$ cat src/rtl/suem_regs.vh
// register offsets, fields, reset values and write masks for the secondary error mask block
`ifndef SUEM_REGS_VH
`define SUEM_REGS_VH

`define SUEM_MASK_OFFSET      12'h130
`define SUEM_SEVERITY_OFFSET  12'h134
`define SUEM_STATUS_OFFSET    12'h12C
`define SUEM_MASK_RESET       32'h000017A8
`define SUEM_SEVERITY_RESET   32'h00001340
// functional classes: bits 12,11,10,9,7,3,2
`define SUEM_FUNC_BITS        32'h00001E8C
// storage-only bits: 13,8,6,5,1
`define SUEM_STORE_BITS       32'h00002162
`define SUEM_WRITE_BITS       32'h00003FEE
`define SUEM_PTR_WIDTH        5
`define SUEM_HDR_WIDTH        128

`endif

$ cat src/rtl/suem_log_store.v
// capture register for the secondary header log words
`timescale 1ns/10ps
`default_nettype none

module suem_log_store #(
   parameter WIDTH = 128
) (
   input  wire             clk,
   input  wire             reset,
   input  wire             load,
   input  wire [WIDTH-1:0] load_data,
   output reg  [WIDTH-1:0] log_data
);

   always @(posedge clk) begin
      if (reset) begin
         log_data <= {WIDTH{1'b0}};
      end else if (load) begin
         log_data <= load_data;
      end
   end

endmodule

`default_nettype wire

$ cat src/rtl/suem_top.v
// secondary uncorrectable error mask and severity registers with reporting gate
//
// What this block does
// masked error class leaves its status bit unchanged
// masked error class sends no error message upstream
// masked error class does not load the secondary header log
// masked error class leaves the first fault pointer unchanged
// mask bit zero enables status, message, log and pointer update
// mask register at offset 130h, reset value 0000 17A8h
// unmasked error is fatal when severity bit is 1, else nonfatal
// severity register at offset 134h, reset value 0000 1340h
// functional bits 12,11,10,9,7,3,2, one per error class
// bits 31:14 and bit 4 reserved, read zero
// bits 13,8,6,5,1 plain storage; bit 0 read-only zero
// fundamental, global or power-on reset restores defaults
// status bits set by hardware, cleared by writing 1b
// five-bit first fault pointer records first unmasked error position
// writes to reserved or read-only bits are ignored
// lookups use register contents of the detection cycle
`timescale 1ns/10ps
`default_nettype none
`include "suem_regs.vh"

module suem_top (
   input  wire         clk,
   input  wire         reset,
   input  wire         fundamental_reset,
   input  wire         global_reset_input,
   input  wire         cfg_write,
   input  wire         cfg_read,
   input  wire [11:0]  cfg_addr,
   input  wire [31:0]  cfg_wdata,
   input  wire [3:0]   cfg_byte_en,
   input  wire [31:0]  error_detect,
   input  wire [127:0] error_header,
   output reg  [31:0]  cfg_rdata,
   output reg          cfg_ack,
   output reg  [31:0]  error_status,
   output reg  [4:0]   secondary_first_fault_pointer,
   output reg          err_fatal_msg,
   output reg          err_nonfatal_msg,
   output wire [127:0] header_log
);

   // -----------------------------------------------------------------
   // reset sources and synchronisers for the global and fundamental reset pins
   // -----------------------------------------------------------------
   reg         global_reset_input_meta_reg;
   reg         global_reset_input_sync_reg;
   reg         perst_meta_reg;
   reg         perst_sync_reg;
   wire        any_reset;

   always @(posedge clk) begin
      global_reset_input_meta_reg  <= global_reset_input;
      global_reset_input_sync_reg  <= global_reset_input_meta_reg;
      perst_meta_reg <= fundamental_reset;
      perst_sync_reg <= perst_meta_reg;
   end

   // pins reach logic only through the second synchroniser flop
   assign any_reset = reset | global_reset_input_sync_reg | perst_sync_reg;

   // -----------------------------------------------------------------
   // register file
   // -----------------------------------------------------------------
   reg  [31:0] mask_reg;
   reg  [31:0] severity_reg;
   wire [31:0] mask_next;
   wire [31:0] severity_next;
   wire [31:0] be_mask;
   wire        hit_mask;
   wire        hit_sev;
   wire        hit_status;
   wire [31:0] wr_keep;

   assign be_mask    = {{8{cfg_byte_en[3]}}, {8{cfg_byte_en[2]}},
                        {8{cfg_byte_en[1]}}, {8{cfg_byte_en[0]}}};
   assign hit_mask   = (cfg_addr == `SUEM_MASK_OFFSET);
   assign hit_sev    = (cfg_addr == `SUEM_SEVERITY_OFFSET);
   assign hit_status = (cfg_addr == `SUEM_STATUS_OFFSET);
   assign wr_keep    = be_mask & `SUEM_WRITE_BITS;

   // reserved and read-only bits never change
   assign mask_next     = (mask_reg & ~wr_keep) | (cfg_wdata & wr_keep);
   assign severity_next = (severity_reg & ~wr_keep) | (cfg_wdata & wr_keep);

   always @(posedge clk) begin
      if (any_reset) begin
         mask_reg     <= `SUEM_MASK_RESET;
         severity_reg <= `SUEM_SEVERITY_RESET;
      end else if (cfg_write) begin
         if (hit_mask) begin
            mask_reg <= mask_next;
         end
         if (hit_sev) begin
            severity_reg <= severity_next;
         end
      end
   end

   // -----------------------------------------------------------------
   // error gating with the current mask
   // -----------------------------------------------------------------
   wire [31:0] live_err;
   wire        any_live;

   // only functional classes report; masked classes are dropped here
   assign live_err = error_detect & `SUEM_FUNC_BITS & ~mask_reg;
   assign any_live = |live_err;

   // -----------------------------------------------------------------
   // lowest-numbered unmasked class, one stage per status bit
   // -----------------------------------------------------------------
   wire [32:0] lower_seen;
   wire [31:0] first_hot;
   wire [4:0]  first_pos;
   wire        found;
   genvar      j;

   assign lower_seen[0] = 1'b0;

   generate
      for (j = 0; j < 32; j = j + 1) begin : g_first
         assign first_hot[j]    = live_err[j] & ~lower_seen[j];
         assign lower_seen[j+1] = lower_seen[j] | live_err[j];
      end
   endgenerate

   // one-hot to binary, each pointer bit ors a fixed column of positions
   assign first_pos[4] = |(first_hot & 32'hFFFF0000);
   assign first_pos[3] = |(first_hot & 32'hFF00FF00);
   assign first_pos[2] = |(first_hot & 32'hF0F0F0F0);
   assign first_pos[1] = |(first_hot & 32'hCCCCCCCC);
   assign first_pos[0] = |(first_hot & 32'hAAAAAAAA);
   assign found        = lower_seen[32];

   // -----------------------------------------------------------------
   // status and first fault pointer
   // -----------------------------------------------------------------
   wire [31:0] clr_bits;
   wire [31:0] status_kept;
   wire        status_empty;
   reg         ptr_valid_reg;

   assign clr_bits     = (cfg_write && hit_status) ? (cfg_wdata & be_mask) : 32'h00000000;
   assign status_kept  = error_status & ~clr_bits;
   assign status_empty = (status_kept == 32'h00000000);

   always @(posedge clk) begin
      if (any_reset) begin
         error_status                  <= 32'h00000000;
         secondary_first_fault_pointer <= 5'h00;
         ptr_valid_reg                 <= 1'b0;
      end else begin
         // set wins over a simultaneous write-one clear
         error_status <= status_kept | live_err;
         // pointer rearms only once every status bit has been cleared
         if (found && (!ptr_valid_reg || status_empty)) begin
            secondary_first_fault_pointer <= first_pos;
            ptr_valid_reg                 <= 1'b1;
         end else if (status_empty) begin
            ptr_valid_reg <= 1'b0;
         end
      end
   end

   // -----------------------------------------------------------------
   // upstream error messages
   // -----------------------------------------------------------------
   wire [31:0] fatal_hit;
   wire [31:0] nonfatal_hit;

   // severity is taken in the detection cycle, like the mask
   assign fatal_hit    = live_err & severity_reg;
   assign nonfatal_hit = live_err & ~severity_reg;

   always @(posedge clk) begin
      if (any_reset) begin
         err_fatal_msg    <= 1'b0;
         err_nonfatal_msg <= 1'b0;
      end else begin
         err_fatal_msg    <= |fatal_hit;
         err_nonfatal_msg <= |nonfatal_hit;
      end
   end

   // -----------------------------------------------------------------
   // header log capture
   // -----------------------------------------------------------------
   suem_log_store #(
      .WIDTH     (`SUEM_HDR_WIDTH)
   ) u_log (
      .clk       (clk),
      .reset     (any_reset),
      .load      (any_live),
      .load_data (error_header),
      .log_data  (header_log)
   );

   // -----------------------------------------------------------------
   // read path
   // -----------------------------------------------------------------
   always @(posedge clk) begin
      if (any_reset) begin
         cfg_rdata <= 32'h00000000;
         cfg_ack   <= 1'b0;
      end else begin
         cfg_ack <= cfg_read | cfg_write;
         // reads have no side effects; unmapped offsets return zero
         if (cfg_read && hit_mask) begin
            cfg_rdata <= mask_reg & `SUEM_WRITE_BITS;
         end else if (cfg_read && hit_sev) begin
            cfg_rdata <= severity_reg & `SUEM_WRITE_BITS;
         end else if (cfg_read && hit_status) begin
            cfg_rdata <= error_status;
         end else begin
            cfg_rdata <= 32'h00000000;
         end
      end
   end

endmodule

`default_nettype wire

$ cat config.mk
export PLATFORM = sky130hd
export DESIGN_NAME = suem_top
export DESIGN_NICKNAME = d
export VERILOG_FILES = /design/src/rtl/suem_log_store.v /design/src/rtl/suem_top.v
export VERILOG_INCLUDE_DIRS = /design/src /design/src/rtl
export SDC_FILE = /design/constraint.sdc
export NUM_CORES = 1
export LEC_CHECK = 0
export BUFFER_PORTS_ARGS = -buffer_cell sky130_fd_sc_hd__buf_2
export CAP_MARGIN = 20
export CORE_AREA = 2 2 159 161
export CTS_BUF_LIST = sky130_fd_sc_hd__clkbuf_2 sky130_fd_sc_hd__clkbuf_4 sky130_fd_sc_hd__clkbuf_8
export CTS_CLUSTER_SIZE = 12
export DETAILED_ROUTE_END_ITERATION = 10
export DIE_AREA = 0 0 161 163
export HOLD_SLACK_MARGIN = 0.03
export PLACE_DENSITY = 0.66
export SETUP_SLACK_MARGIN = 0.2
export SLEW_MARGIN = 20
export SYNTH_ARGS = -nofsm -noshare
export SYNTH_HDL_FRONTEND = slang
export SYNTH_SLANG_ARGS = --single-unit
$ cat constraint.sdc
create_clock -name clk -period 3.04 [get_ports clk]
set_input_delay 0.456 -clock clk [delete_from_list [all_inputs] [get_ports clk]]
set_output_delay 0.456 -clock clk [all_outputs]
set_load 0.05 [all_outputs]
---- Word level (Yosys, flattened, before mapping) ----
Cells that the tools add are included.
word-level totals
  flip-flop bits (word level) ............. 269
  bits of input ports ..................... 214
  output and inout bits ................... 200
  word-level logic and storage cells ...... 156
operators by class
  equal/unequal tests ..................... 3
  multiplexer cells ....................... 6
  bitwise operators ....................... 112
  reductions and logical operators ........ 20
operators by type and width
  cell                   count
  $and A32 B32 Y32       6
  $not A32 Y32           3
  $or A32 B32 Y32        3
  $reduce_or A32 Y1      3
  $reduce_or A16 Y1      5
  $mux W14               3
  $eq A12 B9 Y1 const B  3
  $or A1 B1 Y1           34
  $and A13 B32 Y32       1
  $and A32 B14 Y32       1
  $logic_not A32 Y1      1
  $mux W32               1
  $not A1 Y1             32
  $not A14 Y32           1
  $and A1 B1 Y1          31
  $logic_and A1 B1 Y1    5
  $reduce_and A2 Y1      2
  $reduce_or A4 Y1       1
  $mux W1                2
  $reduce_bool A2 Y1     1
  $logic_not A1 Y1       1
  $logic_or A1 B1 Y1     1

---- Longest topological paths before layout ----
Gate-level depths: netlist of run 1.
  word-level depth ........................ 35
  gate-level depth with buffers ........... 9
  mapped depth without buffers ............ 8

---- Hierarchy ----
A second synthesis of run 1 with hierarchy kept.
second synthesis, totals
  cells, all modules ...................... 804
  area total of the unflattened synthesis .. 8435.6 sq um
modules (own cells, without submodules)
  module          times used  cells each  area an instance (sq um)  seq. area each (sq um)
  suem_log_store  1           412         4652.0                    2562.5
  suem_top        1           392         3783.6                    2001.9

---- Least setup slack after synthesis of run 1 ----
Ideal clock, no wire load.
  path type ............................... in2reg
  start point ............................. input cfg_write
  end point ............................... register secondary_first_fault_pointer[1]
  library setup time ...................... 0.088 ns
  data arrival time ....................... 2.505 ns
  required time ........................... 2.952 ns
  setup slack ............................. 0.446 ns
  cell stages on the path ................. 9
  path buffers ............................ 1
  path through ............................ buf_4 nor4bb_1 nand4_1 o21ai_0 nand4_1 or4_4 o21ai_4 a21oi_1 a311oi_2
on the way
  word-level cells in the longest chain between the ends .. 7
ends and longest elaborated chain
  item                    RTL line        text
  start: declaration      suem_top.v:29   input wire cfg_write,
  $logic_and A1 B1 Y1     suem_top.v:146  assign clr_bits = (cfg_write && hit_status) ? (cfg_wdata & be_mask) : 32'h00000000;
  $mux W32                suem_top.v:146
  $not A32 Y32            suem_top.v:147  assign status_kept = error_status & ~clr_bits;
  $and A32 B32 Y32        suem_top.v:147
  $logic_not A32 Y1       suem_top.v:148  assign status_empty = (status_kept == 32'h00000000);
  $logic_or A1 B1 Y1      suem_top.v:159  if (found && (!ptr_valid_reg || status_empty)) begin
  $logic_and A1 B1 Y1     suem_top.v:159
  end signal: assignment  suem_top.v:160  secondary_first_fault_pointer <= first_pos;
  end: declaration        suem_top.v:39   output reg [4:0] secondary_first_fault_pointer,
No other way between the ends.
A chain may end at the register's enable or synchronous reset.

---- Worst setup path after layout of run 1 ----
  start point ............................. input cfg_addr[7]
  end point ............................... register secondary_first_fault_pointer[1]
on the way
  word-level cells in the longest chain between the ends .. 8
ends and longest elaborated chain
  item                     RTL line        text
  start: declaration       suem_top.v:31   input wire [11:0] cfg_addr,
  $eq A12 B9 Y1 (no line)  n/a
  $logic_and A1 B1 Y1      suem_top.v:146
  $mux W32                 suem_top.v:146
  $not A32 Y32             suem_top.v:147
  $and A32 B32 Y32         suem_top.v:147
  $logic_not A32 Y1        suem_top.v:148
  $logic_or A1 B1 Y1       suem_top.v:159
  $logic_and A1 B1 Y1      suem_top.v:159
No other way between the ends.

==> results.cfg, run 1 <==
[clock_network]
cts_resized = 0
insertion_delay_ps = 520
post_cts_buffers = 0
cts_tree = built
hold_buffers = 2
clk_pin_slew_ps = 60
numCtsBuffers = 41
cts_root_buffer = clkbuf_8
clock_tree.buffer_depth = 3
cts_sinks = 228
htree_levels = 2

[sta]
rsz0062_at_grt = false
timing.hold.ws_ps = 175
drv_slew = 0
finalCriticalPeriod_ps = 2440
period_share_pct = 80.3
setup_viol = 0
max_slew_margin_pct = 56.9
fin_setup_tns_ps = 0
worstMarginPinSlew_ps = 647
fmax_mhz = 410
finClkSkew_ps = 26.7
final-hold-violation-count = 0

[global_routing]
grt_pass1_vias = 7394
grt_pass1_wl_mm = 38.3
antenna_found_initial = 1
grt_max_degree = 91
track_usage_pct = 17.8
grt-ovfl-total = 0

[placement]
dpl-instance-area_um2 = 10400
dpl.hpwl_mm = 18.0
routabilityCongestion = 0.857
port_buffers = 387

[synthesis]
synth_top_cell_area_share_pct = 56.9
yosysWarnings = 0
synth_top_area_cell = dfxtp_1
ys_ff_latch = 228
syn_area_um2 = 8020
ys_top_cells_by_area = dfxtp_1, nand2_1, a21oi_1
postSynthNetCount = 1178
postSynthCellCount = 964
synth.avg_cell_area_um2 = 8.31
synth-seq-area-share_pct = 56.9
yosysUniqueCellTypes = 39

[worst_setup_path]
slowest_stage = or4_4
cpPeakStageDelay_ps = 590
critPathLaunch = cfg_addr[7]
cp_cell_sequence = buf_2 -> nor4b_4 -> nand4_1 -> buf_4 -> o21ai_0 -> nand4_1 -> or4_4 -> o21ai_4 -> a21oi_1 -> a311oi_2
worstRegToRegCells = 8
critical_path.top_delay_family = simple AND/OR/NAND/NOR gates
worstPathRequired_ps = 3470
path_max_fanout = 8
reg2reg_slack_ps = 950
r2r-end = u_log.log_data[32]$_SDFFE_PP0P_
cp.arrival_ps = 2870
critPathLaunchType = input port
endpoint_kind = flip-flop
crit_buf_inv = 2
cp_common_cell = nand4_1
path_class = input port to flip-flop

[floorplan]
coreArea_um2 = 24700
boundaryPins = 414
die-area_um2 = 26200
chipWidth_um = 161
die_h_um = 163
rows = 58
initial_utilization_pct = 32.5

[drt]
ant_nets = 0
totalWireLength_mm = 25.3
via_count = 8018
drtIter0Drc = 637
drc = 0
wl_per_cell_um = 14.7
via_per_inst = 4.68
dr.pass1.iters = 6

[hold_path]
holdPathStages = 3
worstHoldEndpoint = u_log.log_data[44]$_SDFFE_PP0P_
hold_path_class = input port to flip-flop
min_from = error_header[44]

[layout]
insertedDiodeCount = 0
final_util_pct = 45.7
drive_gt1_share_pct = 35.6
final.fill_count = 2472
nets = 1569
final_common_cell = buf_2
design_area_um2 = 11300
final_cell_mix = buf_2, nand2_1, dfxtp_1
synthToLayoutAreaGrowth_pct = 40.6

[pwr]
leakagePower_uw = 0.00556
vdd_ir_drop_max_mv = 0.308
power-per-cell-area_nw_per_um2 = 590

[status]
status = complete, no violations

[run]
maxCapViolCount = 0
[worst max path at each step]
| stage | slack (ps) | depth (start not counted) | to |
|---|---|---|---|
| finish | 600 | 10 | secondary_first_fault_pointer[1]$_SDFFE_PP0P_ |
| detailed placement | 70 | 10 | secondary_first_fault_pointer[1]$_SDFFE_PP0P_ |
| global placement | 150 | 10 | secondary_first_fault_pointer[1]$_SDFFE_PP0P_ |
| CTS | 600 | 10 | secondary_first_fault_pointer[3]$_SDFFE_PP0P_ |
| global route | 340 | 10 | secondary_first_fault_pointer[3]$_SDFFE_PP0P_ |
| floorplan | 450 | 9 | secondary_first_fault_pointer[1]$_SDFFE_PP0P_ |
[area by class of cell]
| type | instances | area, um^2 | share of cell area [%] |
|---|---|---|---|
| well taps | 330 | 413 | 3.66 |
| repair buffers | 411 | 2180 | 19.4 |
| multi-input cells | 638 | 3090 | 27.5 |
| flip-flops and latches | 228 | 4560 | 40.5 |
| clock inverters | 6 | 58.8 | 0.522 |
| inverters | 35 | 131 | 1.17 |
| clock buffers | 67 | 822 | 7.30 |
[worst min-delay path, stage by stage]
cell	delay [ps]
buf_2	90
nand2_1	40
a21oi_1	50
[stage by stage]
step                worst slack, ps  cells  total power [uW]
floorplan                       446    964              3460
global placement                146   1640              3680
detailed placement             65.4   1640              3690
CTS                             603   1715              6750
global route                    338   1715              6930
finish                          600   1715              6650
[logic make-up (layout without fill, tap and decap cells)]
family	after synthesis	in the layout	share of synthesized area [%]
AOI/OAI and AO/OA	214	214	14.9
other	1	1	0.0468
and+or+nand+nor	411	411	21.9
buffers and inverters	98	519	4.70
muxes	12	12	1.50
DFF	228	228	56.9
[power by group]
part           total [uW]  switching [uW]  leakage, uW  internal, uW
Sequential           3060            22.9      0.00185          3040
Clock                3030            1230     0.000475          1790
Combinational         568             383      0.00324           185
[Yosys cell counts]
master,instances
buf_4,2
a211oi_1,1
o211ai_1,4
a41oi_1,1
nor3_1,3
a2bb2oi_1,1
nor3b_2,1
buf_2,1
inv_1,35
or2_2,1
mux2i_1,12
a222oi_1,13
o21ai_0,35
and4_2,1
o21a_1,1
nand3_1,4
and2_0,1
a311oi_2,1
and3b_1,1
nor2_1,72
o22ai_1,3
nor4bb_1,4
dfxtp_1,228
or4_4,2
and3_1,20
a21oi_1,150
a31oi_1,1
o2111ai_1,1
nand2b_1,8
nand2_1,271
o21ai_4,1
nand4_1,13
nor2b_1,7
conb_1,1
buf_1,2
nor4b_4,1
a22oi_1,1
or3_1,1
clkbuf_1,58
[per-layer routing]
metal,wire length [um],vias to the layer above,global-route usage (%)
li1,-,3981,-
met1,10800,3663,22.6
met2,11800,317,29.3
met3,2060,55,4.74
met4,621,2,6.49
met5,13,-,0
(Power assumes the default switching activity.)
==> run 2: changes to the inputs <==
- clock period: 3.04 -> 2.4 ns (I/O delays scaled with it)
==> results.cfg, run 2 (synthesis results as in run 1) <==
[floorplan]
initial_utilization_pct = 32.5
chipWidth_um = 161
die-area_um2 = 26200
rows = 58
die_h_um = 163
boundaryPins = 414
coreArea_um2 = 24700

[pwr]
p_sw_share_pct = 25.0
p_switching_uw = 2060
pwr-share-seq_pct = 47.2
leakagePower_uw = 0.00571
power_uw = 8210
clockPowerShare_pct = 43.7
p_int_uw = 6160
power-per-cell-area_nw_per_um2 = 707
pwr-share-comb_pct = 9.1
vdd_ir_drop_max_mv = 0.390

[global_routing]
grt-ovfl-total = 0
antenna_found_initial = 1
grt_max_degree = 94
grt_pass1_vias = 7689
track_usage_pct = 18.3
grt_pass1_wl_mm = 39.0

[drt]
ant_nets = 0
dr.pass1.iters = 5
drtIter0Drc = 628
drc = 0
totalWireLength_mm = 25.8
via_count = 8193
wl_per_cell_um = 14.8
via_per_inst = 4.69

[placement]
port_buffers = 387
dpl.hpwl_mm = 18.7
dp_slack_ps = -369
routabilityCongestion = 0.868
dp_cells = 1676

[sta]
drv_slew = 0
period_share_pct = 89.8
setup_viol = 0
finalCriticalPeriod_ps = 2160
timing.hold.ws_ps = 68.1
rsz0062_at_grt = true
finClkSkew_ps = 20.0
max_slew_margin_pct = 58.3
final-hold-violation-count = 0
fmax_mhz = 464
setup_slack_ps = 244
worstMarginPinSlew_ps = 622

[clock_network]
cts_tree = built
clock_tree.buffer_depth = 3
clk_pin_slew_ps = 60
cts_sinks = 228
cts_root_buffer = clkbuf_8
insertion_delay_ps = 530
htree_levels = 2
numCtsBuffers = 40

[hold_path]
hold_path_class = input port to flip-flop
holdPathStages = 3

[worst_setup_path]
slowest_stage = or4_4
reg2reg_slack_ps = 540
worstPathRequired_ps = 2790
worstRegToRegCells = 7
path_class = input port to flip-flop
endpoint_kind = flip-flop
cpPeakStageDelay_ps = 570
path_max_fanout = 8
critPathLaunchType = input port
cp.arrival_ps = 2550
cp_cell_sequence = buf_6 -> nor4b_4 -> buf_4 -> nand4_1 -> buf_6 -> o21ai_4 -> nand4_1 -> or4_4 -> o21ai_4 -> buf_4 -> a311oi_2

[layout]
final_common_cell = buf_2
nets = 1608
synthToLayoutAreaGrowth_pct = 44.9
drive_gt1_share_pct = 38.5
final_util_pct = 47.1
final_cell_mix = buf_2, nand2_1, dfxtp_1
stdcell_count = 1748

[status]
status = complete, no violations

[run]
maxCapViolCount = 0
[run 2: changes by cell type in the layout (fill, tap and decap cells not counted), sizes merged]
cell | previous run | this run
clkinvlp | 0 | 2
buf | 409 | 449
diode | 0 | 1
clkbuf | 67 | 60
clkinv | 4 | 2
inv | 36 | 35
[run 2: worst paths after layout]
check | from | to
max reg2reg | flip-flop | u_log.log_data[109]$_SDFFE_PP0P_
max | cfg_addr[6] | secondary_first_fault_pointer[1]$_SDFFE_PP0P_
min | error_header[3] | u_log.log_data[3]$_SDFFE_PP0P_
min reg2reg | global_reset_input_meta_reg$_DFF_P_ | global_reset_input_sync_reg$_DFF_P_
[run 2: timing repair]
action                                  4_1_cts  5_1_grt
gates resized for setup                       0       34
hold buffers                                  2        0
endpoints found under the hold margin         2        0
setup buffers                                 0        4
endpoints found under the setup margin        0        5
[run 2: power groups by stage]
stage	Combinational [uW]	Sequential, uW	Clock, uW
floorplan	226	4150	0
global placement	739	3960	0
detailed placement	741	3960	0
CTS	745	3880	3680
global route	810	3880	3850
finish	751	3880	3590
[run 2: final cells by class]
| type | instances | area (um^2) |
|---|---|---|
| Tap cell | 330 | 413 |
| Clock buffer | 60 | 738 |
| Multi-Input combinational cell | 638 | 3190 |
| Clock inverter | 5 | 55.1 |
| Inverter | 35 | 131 |
| Sequential cell | 228 | 4560 |
| Antenna cell | 1 | 2.50 |
| Timing Repair Buffer | 451 | 2520 |
| Fill cell | 2431 | 13100 |
[run 2: metal layers]
metal	vias up	GRT usage [%]	share of wire, %
met4	0	5.72	1.9
met5	-	0	0
met3	43	5.14	8.4
met1	3774	22.3	41
met2	318	31.3	48
li1	4058	-	-
[run 2: critical path, delay by kind of cell]
kind            cells  cell delay, ps
buf+inv             4             620
simple gates        4            1070
compound gates      3             480
[run 2: per-stage QoR]
stage	instance area, um^2	setup TNS, ps
after floorplan	8020	-59.5
after global placement	10700	-1100
after detailed placement	10700	-1660
after CTS	11500	0
after global routing	11600	0
final	11600	0
==> run 3: changes to the inputs <==
- BUFFER_PORTS_ARGS: -buffer_cell sky130_fd_sc_hd__buf_2 -> -buffer_cell sky130_fd_sc_hd__buf_4
- clock period: 2.4 -> 2.7 ns (I/O delays scaled with it)
==> results.cfg, run 3 (synthesis results as in run 1) <==
[status]
status = complete, no violations

[clock_network]
post_cts_buffers = 0
cts_resized = 0
cts_tree = built
cts_sinks = 228
insertion_delay_ps = 530
cts_root_buffer = clkbuf_8
clk_pin_slew_ps = 50
htree_levels = 2
numCtsBuffers = 40
clock_tree.buffer_depth = 3

[layout]
nets = 1586
final_common_cell = buf_4
synthToLayoutAreaGrowth_pct = 53.5
multiInputGateArea_um2 = 3100
final_cell_mix = buf_4, nand2_1, dfxtp_1
final.fill_count = 2432
insertedDiodeCount = 0
stdcell_count = 1730
ff_latch_area_um2 = 4560
drive_gt1_share_pct = 36.4
final_util_pct = 49.9

[drt]
totalWireLength_mm = 26.4
via_count = 8057
ant_nets = 0
drc = 0
drtIter0Drc = 559
via_per_inst = 4.66
wl_per_cell_um = 15.3
dr.pass1.iters = 5

[worst_setup_path]
path_max_fanout = 8
cp_cell_sequence = buf_4 -> nor4b_4 -> buf_4 -> nand4_1 -> buf_4 -> o21ai_0 -> nand4_1 -> or4_4 -> o21ai_4 -> a21oi_1 -> a211oi_1
cpPeakStageDelay_ps = 540
critPathLaunch = cfg_addr[9]
path_class = input port to flip-flop
crit_buf_inv = 3
cp_common_cell = buf_4
endpoint_kind = flip-flop
slowest_stage = or4_4
critPathLaunchType = input port
cp.arrival_ps = 2780
worstPathRequired_ps = 3130
critical_path.top_delay_family = simple AND/OR/NAND/NOR gates

[sta]
max_slew_margin_pct = 56.5
final-hold-violation-count = 0
finClkSkew_ps = 23.5
setup_viol = 0
drv_slew = 0
fin_setup_tns_ps = 0
fmax_mhz = 425
worstMarginPinSlew_ps = 653
finalCriticalPeriod_ps = 2350
rsz0062_at_grt = false
period_share_pct = 87.1

[floorplan]
chipWidth_um = 161
die_h_um = 163
die-area_um2 = 26200
initial_utilization_pct = 32.5
boundaryPins = 414
rows = 58
coreArea_um2 = 24700

[hold_path]
min_from = cfg_wdata[8]
hold_path_class = input port to flip-flop

[pwr]
leakagePower_uw = 0.00575
power-per-cell-area_nw_per_um2 = 599
vdd_ir_drop_max_mv = 0.344

[global_routing]
grt_pass1_wl_mm = 40.2
grt_pass1_vias = 7664
grt-ovfl-total = 0
track_usage_pct = 18.9
antenna_found_initial = 0
grt_max_degree = 80

[placement]
dpl.hpwl_mm = 19.4
routabilityCongestion = 0.883
port_buffers = 387
dp_cells = 1658

[run]
maxCapViolCount = 0
-- run 3: worst paths after layout --
kind / to / slack [ps] / cells past startpoint
hold / removal: flip-flop / 110 / 3
setup / recovery: secondary_first_fault_pointer[3]$_SDFFE_PP0P_ / 350 / 11
hold reg to reg: perst_sync_reg$_DFF_P_ / 320 / 0
setup reg to reg: u_log.log_data[44]$_SDFFE_PP0P_ / 600 / 7
-- run 3: metal layers --
layer	GRT usage [%]	routed length [um]
met1	23.6	10900
met2	31.2	12600
met3	5.35	2190
met4	7.26	783
met5	0	0
-- run 3: layout make-up --
cell class	instances	area share [%]
multi-input combinational	638	25.2
clock inverter	6	0.275
clock buffer	64	6.30
timing repair buffer	429	26.7
tap	330	3.36
inverter	35	1.07
sequential	228	37.1
-- run 3: worst min-delay path, delay by kind of cell --
kind | cells | cell delay [ps]
multiplexers | 1 | 60
AND/OR/NAND/NOR | 1 | 60
buffers and inverters | 1 | 80
-- run 3: where the power goes --
group	total [uW]	switching, uW	internal, uW
combinational	754	435	319
clock	3170	1360	1810
sequential	3450	28.4	3420
total	7370	1820	5550
-- run 3: through the flow --
step	instance area (um^2)	power, uW	hold slack (ps)	setup slack, ps
6_report	12300	7370	111	347
5_1_grt	12300	7690	97.1	202
4_1_cts	12300	7480	67.8	384
3_5_place_dp	11500	4280	317	-151
3_3_place_gp	11500	4270	311	-73.0
2_1_floorplan	8020	3890	310	190
-- run 3: repair_timing --
item	4_1_cts	5_1_grt
endpoints found under the setup margin	0	0
hold buffers	2	0
endpoints found under the hold margin	2	0
